**src/timer_consts.svh**
```systemverilog
// Register offsets, field positions, reset values and counts of the timer.
`ifndef TIMER_CONSTS_SVH
`define TIMER_CONSTS_SVH

// ****************************************************************
// Register offsets
// ****************************************************************
`define OFS_RUN_CONTROL 3'h0
`define OFS_MODE_OUTPUT_CONTROL 3'h1
`define OFS_COUNT_LOW 3'h2
`define OFS_COUNT_HIGH 3'h3
`define OFS_COMPARE_A_LOW 3'h4
`define OFS_COMPARE_A_HIGH 3'h5

// ****************************************************************
// Field positions
// ****************************************************************
`define RUN_COUNTER_ON_BIT 3
`define RUN_COMPARE_P_MSB 2
`define RUN_COMPARE_P_LSB 0
`define MOC_MODE_MSB 7
`define MOC_MODE_LSB 6
`define MOC_FUNC_MSB 5
`define MOC_FUNC_LSB 4
`define MOC_INIT_LEVEL_BIT 3
`define MOC_INVERT_BIT 2
`define MOC_SWAP_BIT 1
`define MOC_CLEAR_SRC_BIT 0

// ****************************************************************
// Reset values, widths and shifts
// ****************************************************************
`define RUN_CONTROL_RESET 8'h00
`define MODE_OUTPUT_CONTROL_RESET 8'h00
`define COMPARE_A_RESET 10'h000
`define COUNT_RESET 10'h000
`define COUNT_WIDTH 10
`define COMPARE_P_SHIFT 7

`endif

```
**src/timer_pkg.sv**
```systemverilog
// Types shared by the timer control and count register block.
package timer_pkg;

   // Operating mode field encodings.
   typedef enum logic [1:0] {
      MODE_COMPARE = 2'b00,
      MODE_CAPTURE = 2'b01,
      MODE_PWM = 2'b10,
      MODE_TIMER = 2'b11
   } mode_t;

   // Output function field encodings, as used in compare mode.
   typedef enum logic [1:0] {
      FUNC_NONE = 2'b00,
      FUNC_LOW = 2'b01,
      FUNC_HIGH = 2'b10,
      FUNC_TOGGLE = 2'b11
   } func_t;

   // Register bus request.
   typedef struct packed {
      logic [2:0] addr;
      logic [7:0] wdata;
      logic wr;
      logic rd;
   } bus_req_t;

   // Whole state of the timer block.
   typedef struct packed {
      logic [7:0] run_ctrl;
      logic [7:0] mode_ctrl;
      logic [9:0] compare_a;
      logic [9:0] count;
      logic out_level;
      logic pulse_done;
      logic capture_prev;
      logic [7:0] rdata;
      logic pin_out;
      logic pin_oe;
      logic match_a;
      logic match_p;
      logic capture_event;
   } state_t;

endpackage

```
**src/timer_control_and_count_regs.sv**
```systemverilog
// Mode, output control, counter and compare A registers of a 10-bit timer.
`timescale 1ns/100ps
`include "timer_consts.svh"

module timer_control_and_count_regs
   import timer_pkg::*;
(
   input wire logic CLOCK, // System clock, 100 MHz.
   input wire logic RSTN, // Asynchronous reset, active low.
   input wire logic TIMER_TICK, // One-cycle timer clock enable.
   input wire bus_req_t BUS_REQ, // Register address, data and strobes.
   output logic [7:0] RDATA, // Read data, valid the cycle after a read.
   input wire logic CAPTURE_IN, // Capture input pin level.
   output logic TIMER_OUT, // Timer output pin level.
   output logic TIMER_OUT_EN, // High while the block drives the pin.
   output logic MATCH_A, // One-cycle pulse on a comparator A match.
   output logic MATCH_P, // One-cycle pulse on a P match; none when compare or timer mode clears on A.
   output logic CAPTURE_EVENT // One-cycle pulse when a capture is taken.
);

   state_t q;
   state_t d;

   // ****************************************************************
   // Decoded fields
   // ****************************************************************
   mode_t mode;
   func_t func;
   logic counter_on;
   logic [2:0] compare_p;
   logic init_level;
   logic invert;
   logic swap;
   logic clear_src;
   logic [10:0] count_inc;
   logic [9:0] p_limit;
   logic hit_a;
   logic hit_p;
   logic overflow;
   logic clear_now;
   logic [9:0] duty;
   logic pwm_active;
   logic period_end;
   logic cap_rise;
   logic cap_fall;
   logic cap_take;
   logic on_rise;
   logic level;
   logic p_shown;
   logic [9:0] next_count;
   logic next_out_level;
   logic next_pulse_done;
   logic [9:0] next_compare_a;
   logic [7:0] read_word;
   logic pin_drive;
   logic pin_level;

   assign mode = mode_t'(q.mode_ctrl[`MOC_MODE_MSB:`MOC_MODE_LSB]);
   assign func = func_t'(q.mode_ctrl[`MOC_FUNC_MSB:`MOC_FUNC_LSB]);
   assign counter_on = q.run_ctrl[`RUN_COUNTER_ON_BIT];
   assign compare_p = q.run_ctrl[`RUN_COMPARE_P_MSB:`RUN_COMPARE_P_LSB];
   assign init_level = q.mode_ctrl[`MOC_INIT_LEVEL_BIT];
   assign invert = q.mode_ctrl[`MOC_INVERT_BIT];
   assign swap = q.mode_ctrl[`MOC_SWAP_BIT];
   assign clear_src = q.mode_ctrl[`MOC_CLEAR_SRC_BIT];

   // ****************************************************************
   // Comparators
   // ****************************************************************
   // Matches are taken on the count that the next tick would reach, so a
   // limit of N gives a period of exactly N ticks, counting 0 to N-1.
   assign count_inc = {1'b0, q.count} + 11'h001;
   assign p_limit = {compare_p, 7'h00};
   assign overflow = count_inc[`COUNT_WIDTH];
   assign hit_a = TIMER_TICK && counter_on
      && (count_inc[9:0] == q.compare_a);
   assign hit_p = TIMER_TICK && counter_on && (compare_p != 3'h0)
      && (count_inc[9:0] == p_limit);
   assign on_rise = BUS_REQ.wr && (BUS_REQ.addr == `OFS_RUN_CONTROL)
      && BUS_REQ.wdata[`RUN_COUNTER_ON_BIT] && !counter_on;

   // Counter clear source per mode.
   always_comb
   begin
      clear_now = 1'b0;
      case (mode)
         MODE_PWM:
         begin
            // The swap bit picks the period comparator; clear source ignored.
            if (swap)
               clear_now = hit_a;
            else
               clear_now = hit_p || (compare_p == 3'h0 && overflow);
         end
         MODE_CAPTURE:
            clear_now = hit_p || (compare_p == 3'h0 && overflow);
         default:
         begin
            if (clear_src)
               clear_now = hit_a;
            else
               clear_now = hit_p || (compare_p == 3'h0 && overflow);
         end
      endcase
   end

   assign period_end = TIMER_TICK && counter_on
      && (clear_now || overflow);

   // ****************************************************************
   // PWM duty
   // ****************************************************************
   // With swap set, a zero compare P value stands for the full 1024-tick duty.
   always_comb
   begin
      if (swap)
         duty = p_limit;
      else
         duty = q.compare_a;
   end
   assign pwm_active = (swap && compare_p == 3'h0) || (q.count < duty);

   // ****************************************************************
   // Capture edges
   // ****************************************************************
   assign cap_rise = CAPTURE_IN && !q.capture_prev;
   assign cap_fall = !CAPTURE_IN && q.capture_prev;
   always_comb
   begin
      case (func)
         FUNC_NONE: cap_take = cap_rise;
         FUNC_LOW: cap_take = cap_fall;
         FUNC_HIGH: cap_take = cap_rise || cap_fall;
         default: cap_take = 1'b0;
      endcase
      if (mode != MODE_CAPTURE || !counter_on)
         cap_take = 1'b0;
   end

   // ****************************************************************
   // Output pin level before inversion
   // ****************************************************************
   // The initial level bit names the active level; 1 means active high.
   always_comb
   begin
      level = 1'b0;
      case (func)
         FUNC_NONE: level = !init_level;
         FUNC_LOW: level = init_level;
         FUNC_HIGH: level = pwm_active ? init_level : !init_level;
         default:
            level = (pwm_active && !q.pulse_done) ? init_level
               : !init_level;
      endcase
   end

   // ****************************************************************
   // Counter
   // ****************************************************************
   // Only the counter-on rising edge lets software touch the count; a
   // falling edge merely stops the ticks and leaves the residue standing.
   always_comb
   begin
      next_count = q.count;
      if (TIMER_TICK && counter_on)
      begin
         if (clear_now)
            next_count = `COUNT_RESET;
         else
            next_count = count_inc[9:0];
      end
      if (on_rise)
         next_count = `COUNT_RESET;
   end

   // ****************************************************************
   // Match pulses
   // ****************************************************************
   // Clearing on A in compare or timer mode hides the P match, since the
   // period is then set by comparator A alone.
   assign p_shown = hit_p && !(clear_src
      && (mode == MODE_COMPARE || mode == MODE_TIMER));

   // ****************************************************************
   // Compare output latch
   // ****************************************************************
   // Set and clear requests equal to the current level simply leave it
   // standing, so a request matching the initial level shows nothing.
   always_comb
   begin
      next_out_level = q.out_level;
      if (hit_a && mode == MODE_COMPARE)
      begin
         case (func)
            FUNC_LOW: next_out_level = 1'b0;
            FUNC_HIGH: next_out_level = 1'b1;
            FUNC_TOGGLE: next_out_level = !q.out_level;
            default: next_out_level = q.out_level;
         endcase
      end
      if (on_rise)
         next_out_level = init_level;
   end

   // ****************************************************************
   // Single pulse
   // ****************************************************************
   // The pulse is rearmed only by a fresh start, so a stop and restart
   // always give exactly one more pulse.
   always_comb
   begin
      next_pulse_done = q.pulse_done;
      if (period_end)
         next_pulse_done = 1'b1;
      if (on_rise)
         next_pulse_done = 1'b0;
   end

   // ****************************************************************
   // Compare A value
   // ****************************************************************
   // A capture beats a software write to compare A in the same cycle.
   always_comb
   begin
      next_compare_a = q.compare_a;
      if (BUS_REQ.wr && BUS_REQ.addr == `OFS_COMPARE_A_LOW)
         next_compare_a[7:0] = BUS_REQ.wdata;
      if (BUS_REQ.wr && BUS_REQ.addr == `OFS_COMPARE_A_HIGH)
         next_compare_a[9:8] = BUS_REQ.wdata[1:0];
      if (cap_take)
         next_compare_a = q.count;
   end

   // ****************************************************************
   // Read back
   // ****************************************************************
   always_comb
   begin
      read_word = 8'h00;
      case (BUS_REQ.addr)
         `OFS_RUN_CONTROL: read_word = q.run_ctrl;
         `OFS_MODE_OUTPUT_CONTROL: read_word = q.mode_ctrl;
         `OFS_COUNT_LOW: read_word = q.count[7:0];
         `OFS_COUNT_HIGH: read_word = {6'h00, q.count[9:8]};
         `OFS_COMPARE_A_LOW: read_word = q.compare_a[7:0];
         `OFS_COMPARE_A_HIGH: read_word = {6'h00, q.compare_a[9:8]};
         default: read_word = 8'h00;
      endcase
   end

   // ****************************************************************
   // Pin drive
   // ****************************************************************
   // Timer and capture modes release the pin and show it low, so neither
   // the initial level nor the invert bit can reach it there.
   always_comb
   begin
      pin_drive = 1'b0;
      pin_level = 1'b0;
      case (mode)
         MODE_COMPARE:
         begin
            pin_drive = 1'b1;
            pin_level = q.out_level ^ invert;
         end
         MODE_PWM:
         begin
            pin_drive = 1'b1;
            pin_level = level ^ invert;
         end
         default:
         begin
            pin_drive = 1'b0;
            pin_level = 1'b0;
         end
      endcase
   end

   // ****************************************************************
   // Next state
   // ****************************************************************
   always_comb
   begin
      d = q;
      d.match_a = hit_a;
      d.match_p = p_shown;
      d.capture_event = cap_take;
      d.capture_prev = CAPTURE_IN;
      d.count = next_count;
      d.out_level = next_out_level;
      d.pulse_done = next_pulse_done;
      d.compare_a = next_compare_a;
      // Control writes land at the next edge; counter bytes ignore writes.
      if (BUS_REQ.wr && BUS_REQ.addr == `OFS_RUN_CONTROL)
         d.run_ctrl = BUS_REQ.wdata;
      if (BUS_REQ.wr && BUS_REQ.addr == `OFS_MODE_OUTPUT_CONTROL)
         d.mode_ctrl = BUS_REQ.wdata;
      // Read data stand for exactly one cycle after the read strobe.
      d.rdata = BUS_REQ.rd ? read_word : 8'h00;
      d.pin_oe = pin_drive;
      d.pin_out = pin_level;
   end

   // ****************************************************************
   // State register
   // ****************************************************************
   always_ff @(posedge CLOCK or negedge RSTN)
   begin
      if (!RSTN)
      begin
         q <= '0;
         q.run_ctrl <= `RUN_CONTROL_RESET;
         q.mode_ctrl <= `MODE_OUTPUT_CONTROL_RESET;
         q.compare_a <= `COMPARE_A_RESET;
         q.count <= `COUNT_RESET;
      end
      else
         q <= d;
   end

   assign RDATA = q.rdata;
   assign TIMER_OUT = q.pin_out;
   assign TIMER_OUT_EN = q.pin_oe;
   assign MATCH_A = q.match_a;
   assign MATCH_P = q.match_p;
   assign CAPTURE_EVENT = q.capture_event;

endmodule

```
**config.mk**
```make
export PLATFORM = sky130hd
export DESIGN_NAME = timer_control_and_count_regs
export DESIGN_NICKNAME = d
export VERILOG_FILES = /design/src/timer_pkg.sv /design/src/timer_control_and_count_regs.sv
export VERILOG_INCLUDE_DIRS = /design/src
export SDC_FILE = /design/constraint.sdc
export NUM_CORES = 1
export LEC_CHECK = 0
export ABC_AREA = 1
export BUFFER_PORTS_ARGS = -buffer_cell sky130_fd_sc_hd__buf_4
export CAP_MARGIN = 40
export CORE_AREA = 3 3 97 99
export DETAILED_ROUTE_END_ITERATION = 7
export DIE_AREA = 0 0 100 102
export PLACE_DENSITY_LB_ADDON = 0.08
export SYNTH_ARGS = -nofsm -noshare
export SYNTH_HDL_FRONTEND = slang
export SYNTH_SLANG_ARGS = --single-unit
```
**constraint.sdc**
```tcl
create_clock -name CLOCK -period 5.75 [get_ports CLOCK]
set_clock_uncertainty 0.05 [all_clocks]
set_input_delay 0.575 -clock CLOCK [delete_from_list [all_inputs] [get_ports CLOCK]]
set_output_delay 0.575 -clock CLOCK [all_outputs]
set_load 0.02 [all_outputs]
```
==> metrics.yaml <==
die_w_um: 100
p_switching_mw: 0.712
critical_path.top_delay_family: "simple AND/OR/NAND/NOR gates"
placed_cells: 570
drt-pass1-iter-count: 6
setup_viol: 0
layout.cells.non_filler: 578
initial_core_util_pct: 39.6
synth_edf_count: 0
io_pins: 30
netlist_area_um2: 3420
critPathCaptureType: "flop"
nFillCells: 887
hold_viol_final: 0
slew-limit-headroom_pct: 54.9
diodes: 0
combPwrFrac_pct: 45.5
grt_pass1_wl_um: 16400
synth_cells: 446
io_buffers: 29
htree_num_levels: 2
synthFlopType: "dfrtp_1"
cts_tree: "built"
min_period_over_period_pct: 44.2
p_clk_share_pct: 14.5
worstPathMaxFanout: 12
fin_tns_setup_ns: 0
drtAntennaViolNets: 0
cp-start-kind: "flop"
coreArea_um2: 8640
antenna_found_initial: 0
reg2reg_to: "q[16]$_DFFE_PN0P_"
yosys.area.top_type: "dfrtp_1"
track_usage_pct: 20.9
syn_avg_cell_area_um2: 7.67
crit_top_cell: "nand2_2"
path_class: "reg -> reg"
critPathSlowestCell: "dfrtp_1"
wl_per_cell_um: 17.4
post-route-drc-count: 0
r2r_setup_slack_ns: 3.21
ys_seq_elements: 52
yosysMostFrequentCell: "nand2_1"
rows: 34
die_area_um2: 10200
slew_viol_final: 0
worst_pin_slew_ns: 0.676
rsz0062_at_grt: "no"
status: "finished, final reports clean"
final_layout_size_suffix_gt1_share_pct: 13.2
cts_resized: 0
p_leak_nw: 1.91
dieHeight_um: 102
grt_max_degree: 53
cp_cell_sequence: "ha_1 -> nand2_2 -> nor2_8 -> nand2_2 -> a21oi_1 -> nand2_1 -> nor2_1 -> nand3_1 -> o21bai_1 -> nand2_2 -> nand3_4 -> o21ai_1"
min_path_type: "in -> async"
async_flop_share_pct: 100
clkSlewWorstSetupHoldPaths_ns: 0.10
vias_per_cell: 5.43
dr_total_vias: 3137
cts_buffer_depth: 2
syn_nets: 483
grt_pass1_vias: 3056
timing.fmax_mhz: 394
p_int_mw: 0.808
p_seq_share_pct: 40.0
place.gp.congestion: 0.939
cts_buffers: 5
wl_um: 10100
layout.nets: 506
crit_buf_inv: 0
yosysSeqAreaShare_pct: 38.0
synth_common_cells: "nand2_1 (108), inv_1 (65), dfrtp_1 (52)"
synth_top_cell_area_share_pct: 38.0
worst_path_largest_cell_delay_ns: 0.64
critPathArrivalTime_ns: 2.67
required_ns: 5.88
area_growth_pct: 10.4
min_period_ns: 2.54
timing.rr.start: "q[16]$_DFFE_PN0P_"
r2r_cells: 12
post_cts_buffers: 0
power_density_nw_per_um2: 403
yosysWarnings: 0
synth_cell_types: 40
drt-initial-drc-count: 254
yosys-top-cells-area: "dfrtp_1 (38%), nand2_1 (12%), ha_1 (7.3%)"
maxCapViolCount: 0
ir_worst_vdd_uv: 136
clk_latency_ns: 0.31
hpwl_um: 8060
overflow: 0
cts_hold_buf: 0
swShare_pct: 46.8
clock_sinks: 52
cts_root_buffer: "clkbuf_8"
## layout make-up
class / count / area [um^2] / share of cell area, %
multi-input combinational: 312 / 1770 / 47.0
sequential: 52 / 1300 / 34.5
inverter: 69 / 259 / 6.86
timing repair buffer: 29 / 218 / 5.77
tap: 108 / 135 / 3.58
clock buffer: 8 / 90.1 / 2.39
## per-layer routing
| layer | track usage [%] | vias to the layer above | share of wire, % |
|---|---|---|---|
| met2 | 32.2 | 117 | 44 |
| met5 | 0 | - | 0 |
| li1 | - | 1532 | - |
| met4 | 5.28 | 0 | 1.5 |
| met3 | 2.87 | 15 | 6.4 |
| met1 | 31.1 | 1473 | 49 |
## sequential cells by signal, summed over array words and instances (netlist names), 2 cells and up
signal     cells
compare_p      3
RDATA          8
mode           2
func           2
q             28
## metrics by stage
step	utilization (%)	hold WS [ns]	total power [mW]	setup WS (ns)	instance area [um^2]
after detailed placement	42.7	0.471	1.30	3.23	3690
after global routing	43.7	0.302	1.65	3.01	3780
after floorplan	-	0.229	1.08	3.82	3420
after CTS	43.7	0.273	1.52	3.25	3780
after global placement	42.7	0.450	1.30	3.24	3690
final	43.7	0.244	1.52	3.21	3780
## kinds of logic after synthesis
logic type | after synthesis | share of synthesized area [%]
compound gates | 78 | 14.8
flops | 52 | 38.0
fa+ha+maj | 20 | 7.32
xor+xnor | 2 | 0.732
simple gates | 212 | 29.0
buf+inv | 82 | 10.1
## placed cells by master (no fill, tap or decap), types with 4 or more instances in the layout
| cell | Yosys | final |
|---|---|---|
| o21ai_0 | 19 | 19 |
| nand2_2 | 11 | 11 |
| nand4_1 | 8 | 8 |
| o221ai_1 | 10 | 10 |
| nor2_1 | 31 | 31 |
| a221oi_1 | 7 | 7 |
| ha_1 | 20 | 20 |
| a21oi_1 | 12 | 12 |
| dfrtp_1 | 52 | 52 |
| buf_4 | 10 | 29 |
| inv_1 | 65 | 65 |
| clkbuf_8 | 0 | 6 |
| nand2_1 | 108 | 108 |
| nor3_1 | 4 | 4 |
| o22ai_1 | 18 | 18 |
| nand3_1 | 35 | 35 |
| nor2_2 | 4 | 4 |
## worst reg2reg max path: stages (launching register included)
cell	delay [ns]
dfrtp_1	0.64
ha_1	0.33
nand2_2	0.13
nor2_8	0.17
nand2_2	0.09
a21oi_1	0.14
nand2_1	0.08
nor2_1	0.16
nand3_1	0.09
o21bai_1	0.19
nand2_2	0.11
nand3_4	0.14
o21ai_1	0.10
## power by group through the flow
stage | logic (mW) | registers, mW | clock network, mW
after global routing | 0.785 | 0.623 | 0.239
after CTS | 0.691 | 0.604 | 0.226
after detailed placement | 0.687 | 0.611 | 0
after global placement | 0.690 | 0.613 | 0
after floorplan | 0.529 | 0.550 | 0
final | 0.691 | 0.608 | 0.221
## worst max-delay path by stage
stage                            from                   to  slack [ns]  cells past startpoint
floorplan           q[37]$_DFFE_PN0P_  TIMER_OUT$_DFF_PN0_        3.82                     15
global placement           CAPTURE_IN    q[28]$_DFFE_PN0P_        3.24                      9
detailed placement         CAPTURE_IN    q[29]$_DFFE_PN0P_        3.23                      9
CTS                 q[37]$_DFFE_PN0P_  TIMER_OUT$_DFF_PN0_        3.25                     15
global route        q[37]$_DFFE_PN0P_  TIMER_OUT$_DFF_PN0_        3.01                     15
finish              q[16]$_DFFE_PN0P_    q[16]$_DFFE_PN0P_        3.21                     12
Power figures use the tool's default switching activity.
